### config.mk
export PLATFORM = sky130hd
export DESIGN_NAME = digest_combine_message_builder
export DESIGN_NICKNAME = d
export VERILOG_FILES = /design/src/digest_combine_pkg.sv /design/src/msg_pick_if.sv /design/src/msg_byte_pick.sv /design/src/digest_combine_message_builder.sv
export SDC_FILE = /design/constraint.sdc
export NUM_CORES = 2
export LEC_CHECK = 0
export ABC_AREA = 1
export ABC_CLOCK_PERIOD_IN_PS = 3400
export BUFFER_PORTS_ARGS = -buffer_cell sky130_fd_sc_hd__buf_2
export CORE_AREA = 4 4 547 549
export CTS_CLUSTER_DIAMETER = 100
export DETAILED_ROUTE_END_ITERATION = 10
export DIE_AREA = 0 0 551 553
export GPL_TIMING_DRIVEN = 1
export SETUP_SLACK_MARGIN = 0.05
export SLEW_MARGIN = 10
export SYNTH_ARGS = -nofsm -noshare
export SYNTH_HDL_FRONTEND = slang
export SYNTH_SLANG_ARGS = --single-unit
### constraint.sdc
create_clock -name sys_clk_i -period 3.4 [get_ports sys_clk_i]
set_input_delay 0.51 -clock sys_clk_i [delete_from_list [all_inputs] [get_ports sys_clk_i]]
set_output_delay 0.51 -clock sys_clk_i [all_outputs]
set_load 0.02 [all_outputs]
### src/digest_combine_pkg.sv
// Constants and types of the digest-combine builder.
package digest_combine_pkg;
   localparam logic [7:0] OP_COMBINE   = 8'h15;
   localparam logic [7:0] MODE_OTP     = 8'h01;
   localparam logic [7:0] MODE_SLOT    = 8'h02;
   localparam logic [7:0] MODE_SHARED  = 8'h03;
   localparam logic [7:0] MODE_COUNTER = 8'h04;
   localparam logic [7:0] MODE_KEYCFG  = 8'h05;
   localparam logic [7:0] OTP_MSG_MODE = 8'h00;
   localparam logic [7:0] SEL_HI_PLAIN = 8'h00;
   localparam logic [7:0] SEL_HI_SWAP  = 8'h80;
   localparam logic [7:0] PAIR_MAX_IDX = 8'h01;
   localparam logic [7:0] PAD_BYTE     = 8'h00;
   localparam logic [7:0] RESP_OK      = 8'h00;
   localparam logic [7:0] ERR_PARSE    = 8'h03;
   localparam logic [7:0] ERR_EXEC     = 8'h0F;
   localparam int BLOCK_BITS     = 256;
   localparam int MSG_BYTES      = 96;
   localparam int MSG_BITS       = MSG_BYTES * 8;
   localparam int IDX_W          = 7;
   localparam int LEN_W          = 6;
   localparam int SLOT_W         = 4;
   localparam int SEL_W          = 16;
   localparam int EXTRA_BITS     = 32;
   localparam int CNT_BITS       = 32;
   localparam int ZERO_RUN_BITS  = 200;
   localparam int CNT_TAIL_BITS  = 160;
   localparam int KEYCFG_F_BITS  = 40;
   localparam int KEYCFG_PAD     = 248;
   localparam logic [LEN_W-1:0] LEN_NONE   = 6'h00;
   localparam logic [LEN_W-1:0] LEN_EXTRA  = 6'h04;
   localparam logic [LEN_W-1:0] LEN_SHARED = 6'h20;
   localparam logic [IDX_W-1:0] MSG_LEN_FULL   = 7'h60;
   localparam logic [IDX_W-1:0] MSG_LEN_KEYCFG = 7'h41;
   localparam logic [IDX_W-1:0] IDX_ONE        = 7'h01;
   localparam logic [IDX_W-1:0] IDX_ZERO       = 7'h00;

   typedef enum logic [1:0] {
      KIND_OTP     = 2'h0,
      KIND_SLOT    = 2'h1,
      KIND_COUNTER = 2'h2,
      KIND_KEYCFG  = 2'h3
   } store_kind_t;

   typedef enum logic [2:0] {
      ST_IDLE  = 3'h0,
      ST_FETCH = 3'h1,
      ST_PREP  = 3'h3,
      ST_SEND  = 3'h2,
      ST_HASH  = 3'h6,
      ST_RESP  = 3'h7
   } state_t;
endpackage : digest_combine_pkg

### src/msg_pick_if.sv
// Builder to byte picker carrier.
`timescale 1ns/1ns
interface msg_pick_if;
   import digest_combine_pkg::*;
   logic [MSG_BITS-1:0] msg;
   logic [IDX_W-1:0]    len;
   logic [IDX_W-1:0]    idx;
   logic [7:0]          byte_val;
   logic                last;
   modport builder (output msg, output len, output idx, input byte_val, input last);
   modport picker  (input msg, input len, input idx, output byte_val, output last);
endinterface : msg_pick_if

### src/msg_byte_pick.sv
// Picks one message byte, first byte at the top.
`timescale 1ns/1ns
module msg_byte_pick (
   // Message and index
   msg_pick_if.picker pk
);
   import digest_combine_pkg::*;

   logic [MSG_BITS-1:0] shifted;

   if (MSG_BYTES >= (1 << IDX_W)) begin : g_chk
      $error("Index too narrow.");
   end

   always_comb begin
      shifted     = pk.msg << {pk.idx, 3'h0};
      pk.byte_val = shifted[MSG_BITS-1 -: 8];
      pk.last     = (pk.idx == (pk.len - IDX_ONE));
   end
endmodule : msg_byte_pick

### src/digest_combine_message_builder.sv
// Digest-combine message assembly, hash streaming and scratch digest state.
//
// Summary of operation
// - Mode 0x01 fetches the selected OTP block.
// - OTP message: block, opcode, 0x00, selector bytes, serial, 25 zeros, old digest.
// - One response byte: 0x00 on success, else an error code.
// - Valid flag is set on success and cleared on any failure.
// - OTP and counter modes clear the digest-from-slot flag.
// - Slot and shared modes set the digest-from-slot flag.
// - Slot and shared modes store the slot number as digest index.
// - Data-slot mode copies the slot MAC-forbidden attribute into its flag.
// - Mode 0x02 fetches only the lowest 32-byte block of the chosen slot.
// - Slot message: slot, header or extra bytes, serial, 25 zeros, old digest.
// - A MAC-forbidden slot read by mode 0x02 anywhere in a chain blocks MAC use.
// - Random-nonce slots need an internally generated digest in modes 0x02 and 0x03.
// - Mode 0x03 takes 32 input bytes; selector high byte is 0x00 or 0x80.
// - Shared-nonce message puts input or old digest first, the other last.
// - Mode 0x04 includes the selected monotonic counter.
// - Counter message: lead block, header, serial, zero, counter, 20 zeros, old digest.
// - Key-config mode includes the selected slot's configuration.
// - The message is hashed; the digest becomes the scratch digest.
// - Mode 0x05 selects key-config mode with the slot in the selector.
`timescale 1ns/1ns
module digest_combine_message_builder #(
   parameter int                     SLOTS        = 16,
   // Serial bytes: values are arbitrary.
   parameter logic [7:0]             SERIAL_B8    = 8'hA5,
   parameter logic [15:0]            SERIAL_B01   = 16'h3C5A,
   parameter logic [255:0]           COUNTER_LEAD = 256'h0
) (
   // Clock and reset
   input  wire logic                                         sys_clk_i,
   input  wire logic                                         resetn_i,
   // Command from host
   input  wire logic                                         cmd_valid_i,
   input  wire logic [7:0]                                   cmd_opcode_i,
   input  wire logic [7:0]                                   cmd_mode_i,
   input  wire logic [digest_combine_pkg::SEL_W-1:0]         cmd_selector_i,
   input  wire logic [digest_combine_pkg::BLOCK_BITS-1:0]    cmd_data_i,
   input  wire logic [digest_combine_pkg::LEN_W-1:0]         cmd_data_len_i,
   output logic                                              cmd_ready_o,
   // Response byte
   output logic                                              resp_valid_o,
   output logic [7:0]                                        resp_byte_o,
   // Nonce seeding
   input  wire logic                                         nonce_load_i,
   input  wire logic [digest_combine_pkg::BLOCK_BITS-1:0]    nonce_value_i,
   input  wire logic                                         nonce_random_i,
   // Slot policy
   input  wire logic [SLOTS-1:0]                             slot_mac_forbidden_i,
   input  wire logic [SLOTS-1:0]                             slot_needs_random_i,
   // Stored value read port
   output logic                                              mem_rd_req_o,
   output digest_combine_pkg::store_kind_t                   mem_rd_kind_o,
   output logic [digest_combine_pkg::SLOT_W-1:0]             mem_rd_index_o,
   input  wire logic                                         mem_rd_ack_i,
   input  wire logic [digest_combine_pkg::BLOCK_BITS-1:0]    mem_rd_data_i,
   // Hash core
   output logic                                              sha_valid_o,
   output logic [7:0]                                        sha_byte_o,
   output logic                                              sha_last_o,
   input  wire logic                                         sha_ready_i,
   input  wire logic                                         sha_done_i,
   input  wire logic [digest_combine_pkg::BLOCK_BITS-1:0]    sha_digest_i,
   // Scratch digest state
   output logic [digest_combine_pkg::BLOCK_BITS-1:0]         scratch_digest_o,
   output logic                                              digest_valid_flag_o,
   output logic                                              digest_from_slot_flag_o,
   output logic [digest_combine_pkg::SLOT_W-1:0]             digest_slot_index_o,
   output logic                                              mac_forbidden_flag_o,
   output logic                                              digest_random_src_o,
   output logic                                              mac_refuse_o
);
   import digest_combine_pkg::*;

   ////////////////////////////////////////////////////////////////////////////
   // Declarations

   localparam logic [7:0] SLOT_LIMIT = 8'(SLOTS);

   if (SLOTS < 1 || SLOTS > (1 << SLOT_W)) begin : g_chk
      $error("Bad SLOTS.");
   end

   state_t                state_r;
   state_t                state_nxt;
   logic                  cmd_ready_r;
   logic                  cmd_take;
   logic [7:0]            chk_err;
   logic [SLOT_W-1:0]     sel_slot;
   logic                  slot_ok;
   logic                  forb_in;
   logic                  rand_in;
   logic [7:0]            mode_r;
   logic [7:0]            sel_lo_r;
   logic [7:0]            sel_hi_r;
   logic                  forb_r;
   logic [BLOCK_BITS-1:0] data_r;
   logic [BLOCK_BITS-1:0] stored_r;
   logic                  mem_req_r;
   store_kind_t           mem_kind_r;
   logic [SLOT_W-1:0]     mem_index_r;
   logic                  sha_valid_r;
   logic [7:0]            sha_byte_r;
   logic                  sha_last_r;
   logic [IDX_W-1:0]      idx_r;
   logic [BLOCK_BITS-1:0] digest_r;
   logic                  valid_r;
   logic                  from_slot_r;
   logic [SLOT_W-1:0]     slot_idx_r;
   logic                  mac_forb_r;
   logic                  random_src_r;
   logic                  chain_forb_r;
   logic                  resp_valid_r;
   logic [7:0]            resp_byte_r;
   logic [CNT_BITS-1:0]   cnt_le;

   msg_pick_if pick ();

   msg_byte_pick u_pick (
      .pk (pick.picker)
   );

   ////////////////////////////////////////////////////////////////////////////
   // Command checks

   assign sel_slot = cmd_selector_i[SLOT_W-1:0];
   assign slot_ok  = (cmd_selector_i[7:0] < SLOT_LIMIT);
   assign forb_in  = slot_ok && slot_mac_forbidden_i[sel_slot];
   assign rand_in  = slot_ok && slot_needs_random_i[sel_slot];
   assign cmd_take = cmd_valid_i && cmd_ready_r && !nonce_load_i && (state_r == ST_IDLE);

   always_comb begin
      chk_err = RESP_OK;
      if (cmd_opcode_i != OP_COMBINE) begin
         chk_err = ERR_PARSE;
      end else if (!valid_r) begin
         chk_err = ERR_EXEC;
      end else begin
         case (cmd_mode_i)
            MODE_OTP, MODE_COUNTER: begin
               if (cmd_selector_i[15:8] != SEL_HI_PLAIN ||
                   cmd_selector_i[7:0] > PAIR_MAX_IDX ||
                   cmd_data_len_i != LEN_NONE) begin
                  chk_err = ERR_PARSE;
               end
            end
            MODE_SLOT: begin
               if (cmd_selector_i[15:8] != SEL_HI_PLAIN || !slot_ok) begin
                  chk_err = ERR_PARSE;
               end else if (cmd_data_len_i != (forb_in ? LEN_EXTRA : LEN_NONE)) begin
                  chk_err = ERR_PARSE;
               end else if (rand_in && !random_src_r) begin
                  chk_err = ERR_EXEC;
               end
            end
            MODE_SHARED: begin
               if ((cmd_selector_i[15:8] != SEL_HI_PLAIN &&
                    cmd_selector_i[15:8] != SEL_HI_SWAP) || !slot_ok ||
                   cmd_data_len_i != LEN_SHARED) begin
                  chk_err = ERR_PARSE;
               end else if (rand_in && !random_src_r) begin
                  chk_err = ERR_EXEC;
               end
            end
            MODE_KEYCFG: begin
               if (cmd_selector_i[15:8] != SEL_HI_PLAIN || !slot_ok ||
                   cmd_data_len_i != LEN_NONE) begin
                  chk_err = ERR_PARSE;
               end
            end
            default: begin
               chk_err = ERR_PARSE;
            end
         endcase
      end
   end

   ////////////////////////////////////////////////////////////////////////////
   // Sequencer

   always_comb begin
      state_nxt = state_r;
      case (state_r)
         ST_IDLE: begin
            if (cmd_take) begin
               if (chk_err != RESP_OK) begin
                  state_nxt = ST_RESP;
               end else if (cmd_mode_i == MODE_SHARED) begin
                  state_nxt = ST_PREP;
               end else begin
                  state_nxt = ST_FETCH;
               end
            end
         end
         ST_FETCH: begin
            if (mem_rd_ack_i) begin
               state_nxt = ST_PREP;
            end
         end
         ST_PREP: begin
            state_nxt = ST_SEND;
         end
         ST_SEND: begin
            if (sha_ready_i && sha_last_r) begin
               state_nxt = ST_HASH;
            end
         end
         ST_HASH: begin
            if (sha_done_i) begin
               state_nxt = ST_RESP;
            end
         end
         ST_RESP: begin
            state_nxt = ST_IDLE;
         end
         default: begin
            state_nxt = ST_IDLE;
         end
      endcase
   end

   always_ff @(posedge sys_clk_i or negedge resetn_i) begin
      if (!resetn_i) begin
         state_r     <= ST_IDLE;
         cmd_ready_r <= 1'b0;
      end else begin
         state_r     <= state_nxt;
         cmd_ready_r <= (state_nxt == ST_IDLE);
      end
   end

   // Command fields hold for the whole pass.
   always_ff @(posedge sys_clk_i or negedge resetn_i) begin
      if (!resetn_i) begin
         mode_r   <= 8'h00;
         sel_lo_r <= 8'h00;
         sel_hi_r <= 8'h00;
         forb_r   <= 1'b0;
         data_r   <= '0;
      end else if (cmd_take) begin
         mode_r   <= cmd_mode_i;
         sel_lo_r <= cmd_selector_i[7:0];
         sel_hi_r <= cmd_selector_i[15:8];
         forb_r   <= forb_in;
         data_r   <= cmd_data_i;
      end
   end

   ////////////////////////////////////////////////////////////////////////////
   // Stored value fetch

   always_ff @(posedge sys_clk_i or negedge resetn_i) begin
      if (!resetn_i) begin
         mem_req_r   <= 1'b0;
         mem_kind_r  <= KIND_OTP;
         mem_index_r <= '0;
         stored_r    <= '0;
      end else begin
         if (cmd_take && chk_err == RESP_OK && cmd_mode_i != MODE_SHARED) begin
            mem_req_r   <= 1'b1;
            mem_index_r <= sel_slot;
            case (cmd_mode_i)
               MODE_OTP:     mem_kind_r <= KIND_OTP;
               MODE_SLOT:    mem_kind_r <= KIND_SLOT;
               MODE_COUNTER: mem_kind_r <= KIND_COUNTER;
               default:      mem_kind_r <= KIND_KEYCFG;
            endcase
         end else if (mem_req_r && mem_rd_ack_i) begin
            mem_req_r <= 1'b0;
            stored_r  <= mem_rd_data_i;
         end
      end
   end

   ////////////////////////////////////////////////////////////////////////////
   // Message assembly

   assign cnt_le = {stored_r[7:0], stored_r[15:8], stored_r[23:16], stored_r[31:24]};

   always_comb begin
      pick.len = MSG_LEN_FULL;
      pick.idx = (state_r == ST_SEND) ? (idx_r + IDX_ONE) : IDX_ZERO;
      case (mode_r)
         MODE_OTP: begin
            pick.msg = {stored_r, OP_COMBINE, OTP_MSG_MODE, sel_lo_r, sel_hi_r,
                        SERIAL_B8, SERIAL_B01, {ZERO_RUN_BITS{1'b0}}, digest_r};
         end
         MODE_SLOT: begin
            pick.msg = {stored_r,
                        forb_r ? data_r[BLOCK_BITS-1 -: EXTRA_BITS]
                               : {OP_COMBINE, MODE_SLOT, sel_lo_r, PAD_BYTE},
                        SERIAL_B8, SERIAL_B01, {ZERO_RUN_BITS{1'b0}}, digest_r};
         end
         MODE_SHARED: begin
            pick.msg = {(sel_hi_r == SEL_HI_SWAP) ? digest_r : data_r,
                        OP_COMBINE, MODE_SHARED, sel_lo_r, PAD_BYTE,
                        SERIAL_B8, SERIAL_B01, {ZERO_RUN_BITS{1'b0}},
                        (sel_hi_r == SEL_HI_SWAP) ? data_r : digest_r};
         end
         MODE_COUNTER: begin
            pick.msg = {COUNTER_LEAD,
                        OP_COMBINE, MODE_COUNTER, sel_lo_r, sel_hi_r,
                        SERIAL_B8, SERIAL_B01, PAD_BYTE, cnt_le,
                        {CNT_TAIL_BITS{1'b0}}, digest_r};
         end
         default: begin
            pick.len = MSG_LEN_KEYCFG;
            pick.msg = {digest_r, OP_COMBINE, MODE_KEYCFG, sel_lo_r, sel_hi_r,
                        SERIAL_B8, SERIAL_B01, PAD_BYTE,
                        stored_r[KEYCFG_F_BITS-1:0], {CNT_TAIL_BITS{1'b0}},
                        {KEYCFG_PAD{1'b0}}};
         end
      endcase
   end

   ////////////////////////////////////////////////////////////////////////////
   // Hash byte stream

   always_ff @(posedge sys_clk_i or negedge resetn_i) begin
      if (!resetn_i) begin
         sha_valid_r <= 1'b0;
         sha_byte_r  <= 8'h00;
         sha_last_r  <= 1'b0;
         idx_r       <= '0;
      end else if (state_r == ST_PREP) begin
         sha_valid_r <= 1'b1;
         sha_byte_r  <= pick.byte_val;
         sha_last_r  <= pick.last;
         idx_r       <= IDX_ZERO;
      end else if (state_r == ST_SEND && sha_ready_i) begin
         if (sha_last_r) begin
            sha_valid_r <= 1'b0;
            sha_last_r  <= 1'b0;
         end else begin
            idx_r      <= idx_r + IDX_ONE;
            sha_byte_r <= pick.byte_val;
            sha_last_r <= pick.last;
         end
      end
   end

   ////////////////////////////////////////////////////////////////////////////
   // Scratch digest and flags

   // Nonce loads are taken only while idle, never beside a result.
   always_ff @(posedge sys_clk_i or negedge resetn_i) begin
      if (!resetn_i) begin
         digest_r     <= '0;
         valid_r      <= 1'b0;
         from_slot_r  <= 1'b0;
         slot_idx_r   <= '0;
         mac_forb_r   <= 1'b0;
         random_src_r <= 1'b0;
         chain_forb_r <= 1'b0;
      end else if (nonce_load_i && state_r == ST_IDLE) begin
         digest_r     <= nonce_value_i;
         valid_r      <= 1'b1;
         from_slot_r  <= 1'b0;
         mac_forb_r   <= 1'b0;
         random_src_r <= nonce_random_i;
         chain_forb_r <= 1'b0;
      end else if (cmd_take && chk_err != RESP_OK) begin
         valid_r <= 1'b0;
      end else if (state_r == ST_HASH && sha_done_i) begin
         digest_r <= sha_digest_i;
         valid_r  <= 1'b1;
         case (mode_r)
            MODE_SLOT: begin
               from_slot_r  <= 1'b1;
               slot_idx_r   <= sel_lo_r[SLOT_W-1:0];
               mac_forb_r   <= forb_r;
               chain_forb_r <= chain_forb_r | forb_r;
            end
            MODE_SHARED: begin
               from_slot_r <= 1'b1;
               slot_idx_r  <= sel_lo_r[SLOT_W-1:0];
            end
            default: begin
               from_slot_r <= 1'b0;
            end
         endcase
      end
   end

   ////////////////////////////////////////////////////////////////////////////
   // Response

   always_ff @(posedge sys_clk_i or negedge resetn_i) begin
      if (!resetn_i) begin
         resp_valid_r <= 1'b0;
         resp_byte_r  <= RESP_OK;
      end else begin
         resp_valid_r <= (state_nxt == ST_RESP);
         if (cmd_take) begin
            resp_byte_r <= chk_err;
         end else if (state_r == ST_HASH && sha_done_i) begin
            resp_byte_r <= RESP_OK;
         end
      end
   end

   ////////////////////////////////////////////////////////////////////////////
   // Outputs

   assign cmd_ready_o             = cmd_ready_r;
   assign resp_valid_o            = resp_valid_r;
   assign resp_byte_o             = resp_byte_r;
   assign mem_rd_req_o            = mem_req_r;
   assign mem_rd_kind_o           = mem_kind_r;
   assign mem_rd_index_o          = mem_index_r;
   assign sha_valid_o             = sha_valid_r;
   assign sha_byte_o              = sha_byte_r;
   assign sha_last_o              = sha_last_r;
   assign scratch_digest_o        = digest_r;
   assign digest_valid_flag_o     = valid_r;
   assign digest_from_slot_flag_o = from_slot_r;
   assign digest_slot_index_o     = slot_idx_r;
   assign mac_forbidden_flag_o    = mac_forb_r;
   assign digest_random_src_o     = random_src_r;
   assign mac_refuse_o            = chain_forb_r;
endmodule : digest_combine_message_builder

Word level (Yosys, flattened, before mapping)
Index checks and enable logic that the tools add are counted.

Register bits after elaboration: 839. Input port bits: 1102. Output and inout bits: 292. Logic and storage cells: 165.

$add $sub $neg: 2. $lt $le $gt $ge: 3. Equality and inequality tests: 23. Shifts and indexed selects: 1. Multiplexer cells: 62. Bitwise gates (word level): 4. Reduce and logical (&&, ||, !) cells: 46.

Operators by type and width (number): $pmux W768 S4 (1); $mux W256 (5); $shl A768 B10 Y768 (1); $mux W8 (8); $eq A8 B2 Y1 const B (4); $mux W32 (1); $pmux W8 S4 (1); $mux W7 (4); $mux W1 (25); $eq A8 B3 Y1 const B (3); $mux W3 (6); $eq A8 B1 Y1 const B (2); $reduce_bool A8 Y1 (2); $logic_and A1 B1 Y1 (15); $pmux W3 S5 (1); $mux W4 (3); $reduce_bool A2 Y1 (6); $bmux W1 S4 (2); $eq A8 B8 Y1 const B (1); $gt A8 B1 Y1 const B (1); $logic_not A8 Y1 (1); $lt A8 B5 Y1 const B (1); $ne A8 B2 Y1 const B (1); $ne A8 B5 Y1 const B (1); other kinds (27) (45).

Logic depth before layout (Yosys ltp)
Depth in word-level cells: 15. Gate-level depth with buffers: 23. Mapped depth without buffers: 21.

Hierarchy
A second synthesis with hierarchy kept.

Cell total of the unflattened synthesis: 7170. Area, all modules: 49915.4 um2.

By module, submodules not included: digest_combine_message_builder (times used 1, cells each 5392, area an instance 41846.4 um2, sequential area each 20845.0 um2); msg_byte_pick (times used 1, cells each 1778, area an instance 8069.0 um2, sequential area each 0.0 um2).

Least setup slack after synthesis
OpenSTA, ideal clock, no wires.

Kind: register -> register. Start: register idx_r[0]. End: register sha_byte_r[4], in the netlist sha_byte_o[4]. Library setup time: 117 ps. Arrival: 2626 ps. Data required time: 3283 ps. Slack: 658 ps. Stages on the path, launching flop included: 16. Buffers on the path: 3. Clock period less this slack: 2742 ps. Path through: dfrtp_1 > ha_1 > nand3_2 > buf_2 > buf_2 > buf_1 > ha_1 > or2_2 > nand3_1 > a21oi_1 > nand2_1 > nand2_1 > nand2_1 > a21oi_1 > nand2_1 > nand2_1.

Longest elaborated chain between the ends: 6.

Ends and longest elaborated chain: start, declared (RTL line digest_combine_message_builder.sv:106) `logic [IDX_W-1:0] idx_r;`; start signal, assigned (RTL line digest_combine_message_builder.sv:336) `idx_r <= idx_r + IDX_ONE;`; $add A7 B1 Y7 * (RTL line digest_combine_message_builder.sv:283) `pick.idx = (state_r == ST_SEND) ? (idx_r + IDX_ONE) : IDX_ZERO;`; $mux W7 * (RTL line digest_combine_message_builder.sv:283); $shl A768 B10 Y768 * (RTL line msg_byte_pick.sv:16) `shifted = pk.msg << {pk.idx, 3'h0};`; $mux W8 (RTL line digest_combine_message_builder.sv:332) `if (sha_last_r) begin`; $mux W8 (RTL line digest_combine_message_builder.sv:331) `end else if (state_r == ST_SEND && sha_ready_i) begin`; $mux W8 * (RTL line digest_combine_message_builder.sv:326) `end else if (state_r == ST_PREP) begin`; end signal, assigned (RTL line digest_combine_message_builder.sv:328) `sha_byte_r <= pick.byte_val;`; end signal, assigned (RTL line digest_combine_message_builder.sv:337) `sha_byte_r <= pick.byte_val;`; end, declared (RTL line digest_combine_message_builder.sv:104) `logic [7:0] sha_byte_r;`.

Every way passes the cells marked *; elsewhere a longest branch is shown, timed or not. The select of a mux whose other input is x is not followed. A chain may end at the register's enable or synchronous reset.

Worst setup path in the final report
Start: register state_r[1]. End: register sha_byte_r[1], in the netlist sha_byte_o[1].

Longest elaborated chain between the ends: 6. Elaborated cells on any way between the ends: 11. Classes of those cells: eq/ne (3); shift (1); mux (4); reduce/logical (3).

Ends and longest elaborated chain: start, declared (RTL line digest_combine_message_builder.sv:85) `state_t state_r;`; start signal, assigned (RTL line digest_combine_message_builder.sv:228) `state_r <= state_nxt;`; $eq A3 B2 Y1 (RTL line digest_combine_message_builder.sv:283, digest_combine_message_builder.sv:331); $mux W7 (RTL line digest_combine_message_builder.sv:283); $shl A768 B10 Y768 (RTL line msg_byte_pick.sv:16); $mux W8 (RTL line digest_combine_message_builder.sv:332); $mux W8 (RTL line digest_combine_message_builder.sv:331); $mux W8 (RTL line digest_combine_message_builder.sv:326).

Several ways; a longest one is shown, not always the timed one. The select of a mux whose other input is x is not followed.

==> results.json <==
{
  "clock_skew_ps": 86.4,
  "dieHeight_um": 553,
  "slew_headroom_pct": 23.5,
  "post-place-ws_ps": 27.4,
  "cp_slowest_stage_delay_ps": 960,
  "drc": 0,
  "yosys.area.top_type_share_pct": 43.6,
  "hp-class": "primary input to flop",
  "crit_slowest_cell": "o21ai_0",
  "p_clk_share_pct": 15.3,
  "insertion_delay_ps": 800,
  "grt_pass1_wl_um": 538000,
  "clkTransAtPathRegs_ps": 70,
  "netlist_instances": 7051,
  "worst_slack_ps": 108,
  "grt_max_degree": 135,
  "finalCritPeriodShare_pct": 96.8,
  "setup-tns-final_ps": 0,
  "netSwitchingFraction_pct": 56.2,
  "p_leak_nw": 35.0,
  "tightest_slew_ps": 1130,
  "drive_gt1_share_pct": 21.2,
  "io_pins": 1394,
  "drt-initial-drc-count": 6884,
  "max_cap_viol_count": 0,
  "ys_ff_latch": 833,
  "yosys_warnings": 0,
  "status": "finished, final reports clean",
  "die_w_um": 551,
  "yosysUniqueCellTypes": 50,
  "syn2layout_area_growth_pct": 51.7,
  "synthArstFlopShare_pct": 100,
  "critPathMaxFanout": 40,
  "dieArea_um2": 305000,
  "antenna_found_initial": 303,
  "clk_path_buf_depth": 3,
  "dp_cells": 12200,
  "fin_total_pwr_mw": 77.8,
  "hpwl_um": 339000,
  "finalHoldViolCount": 0,
  "synth-edff-count": 0,
  "critPathLaunchType": "flop",
  "path_class": "flop to flop",
  "min_path_cells": 3,
  "netlist_top_cells_area": "dfrtp_1 (44%), nand2_1 (24%), nand3_1 (6.3%)",
  "sequentialPowerShare_pct": 22.6,
  "viasPerCell": 4.63,
  "syn_area_per_cell_um2": 6.77,
  "rsz0062_at_grt": "false",
  "cts_max_level": 3,
  "clockRootBuffer": "clkbuf_16",
  "worstPathRequired_ps": 4140,
  "grt.total_usage_pct": 25.8,
  "cts_buffers": 105,
  "wirelength_um": 410000,
  "yosys_most_used_dff": "dfrtp_1",
  "end_kind": "flop",
  "finalCriticalPeriod_ps": 3290,
  "p_comb_share_pct": 62.1,
  "post_drt_wl_per_cell_um": 30.8,
  "postRouteAntennaNets": 0,
  "r2r.worst_path.cells": 17,
  "cp.arrival_ps": 4030,
  "finalSetupViolCount": 0,
  "cellPowerDensity_nw_per_um2": 1070,
  "post-cts-setup-buffers": 0,
  "overflow": 0,
  "finalNonFillerCells": 13300,
  "timing.hold.ws_ps": 35.9,
  "start_util_pct": 16.3,
  "fmax_mhz": 304,
  "slew_violations": 0,
  "path_common_cell": "nand2_1",
  "finalNetCount": 10200,
  "grt_pass1_vias": 59600,
  "first_pass_iters": 6,
  "p_int_mw": 34.0,
  "row_count": 199,
  "place_congestion": 1.01,
  "irDropWorstVdd_uv": 972,
  "via_count": 61500,
  "numPortBuffers": 1389,
  "netlist_area_um2": 47800,
  "yosysSeqAreaShare_pct": 43.6,
  "core_um2": 294000,
  "yosys.area.top_type": "dfrtp_1",
  "cts_tree": "built",
  "ys_top_cells_by_count": "nand2_1 (3094), dfrtp_1 (833), nand3_1 (597)",
  "power.switching_mw": 43.7,
  "synth_most_common_cell": "nand2_1",
  "crit_chain": "buf_4 > nand2_2 > nor2_4 > buf_12 > o21ai_0 > nand2_1 > nand3_1 > nand2_1 > nand2_1 > inv_1 > nand2_1 > nand2_1 > nand2_1 > nand2_1 > a21oi_1 > nand2_1 > nand2_1",
  "clock_sinks": 833
}
[placed cells by master (no fill, tap or decap), types with 10 or more instances in the layout]
| cell type | n |
|---|---|
| dfrtp_1 | 833 |
| nor3_1 | 10 |
| o211ai_1 | 33 |
| clkinv_2 | 13 |
| buf_4 | 267 |
| a21oi_1 | 99 |
| clkbuf_1 | 29 |
| inv_1 | 381 |
| clkbuf_16 | 105 |
| nor2_4 | 10 |
| a31oi_1 | 263 |
| clkbuf_8 | 20 |
| o21ai_0 | 569 |
| o22ai_1 | 24 |
| diode_2 | 151 |
| nand3_1 | 596 |
| buf_2 | 1388 |
| nand2_2 | 10 |
| o21ai_1 | 19 |
| buf_12 | 71 |
| nand4_1 | 98 |
| dlygate4sd3_1 | 762 |
| nor2_1 | 412 |
| nand2_1 | 3088 |
[repair_timing]
item,4_1_cts,5_1_grt
hold endpoints to repair,712,0
endpoints found under the setup margin,1,27
hold buffers,762,0
gates resized for setup,1,13
[registers in the layout, indices dropped and copies added, names as in the netlist, 2 cells and up]
name and count:
data_r 256, digest_slot_index_o 4, idx_r 7, mem_rd_index_o 4, mem_rd_kind_o 2, mode_r 8
resp_byte_o 2, scratch_digest_o 256, sel_hi_r 8, sel_lo_r 8, sha_byte_o 8, state_r 3
stored_r 256
[path summary, 6_finish.rpt]
path,startpoint,endpoint,slack [ps]
max,state_r[1],sha_byte_o[1],110
min,mem_rd_data_i[120],stored_r[120],40
max reg2reg,state_r[1],sha_byte_o[1],110
min reg2reg,stored_r[168],stored_r[168],470
max in group asynchronous,resetn_i,scratch_digest_o[202],1920
min in group asynchronous,resetn_i,stored_r[249],270
[through the flow]
step / util [%] / area (µm²)
floorplan: - / 47800
global placement: 20.7 / 60900
detailed placement: 20.7 / 60900
CTS: 24.5 / 72000
global route: 24.6 / 72300
finish: 24.7 / 72500
[power by group through the flow]
stage / logic [mW] / clock network (mW) / registers [mW]
after global routing: 51.3 / 12.4 / 17.9
after CTS: 47.8 / 12.1 / 17.6
after global placement: 46.0 / 0 / 17.7
after floorplan: 19.5 / 0 / 17.6
after detailed placement: 46.0 / 0 / 17.7
final: 48.3 / 11.9 / 17.6
[worst max-delay path, delay by kind of cell (launching register included)]
kind | cells | cell delay [ps]
AO/OA/AOI/OAI | 2 | 1070
buffers and inverters | 3 | 420
flip-flops | 1 | 400
AND/OR/NAND/NOR | 12 | 1270
[final cells by class]
class | count | area (µm²)
diodes | 151 | 378
clock buffers | 154 | 3010
clock inverters | 38 | 543
fillers | 33200 | 221000
inverters | 398 | 1530
multi-input cells | 5314 | 23200
flip-flops and latches | 833 | 20800
well taps | 3919 | 4900
repair buffers | 2491 | 18000
[layer usage]
layer / vias to the layer above / part of all wire, % / GRT usage (%)
met5: - / 0.19 / 0
met4: 132 / 6.5 / 13.6
met3: 1062 / 10 / 8.48
met2: 3696 / 43 / 39.2
met1: 29600 / 40 / 32.2
li1: 27100 / - / -
[logic make-up after synthesis]
kind of cell    count (synthesis)  synth area share, %
mux                             9                0.194
fa+ha+maj                       3               0.0786
compound gates               1039                 12.0
simple gates                 4256                 35.9
buf+inv                       907                 8.07
other cells                     1              0.00785
flops                         833                 43.6
xor+xnor                        3               0.0550
No activity file was read; power rests on OpenSTA's default activity.
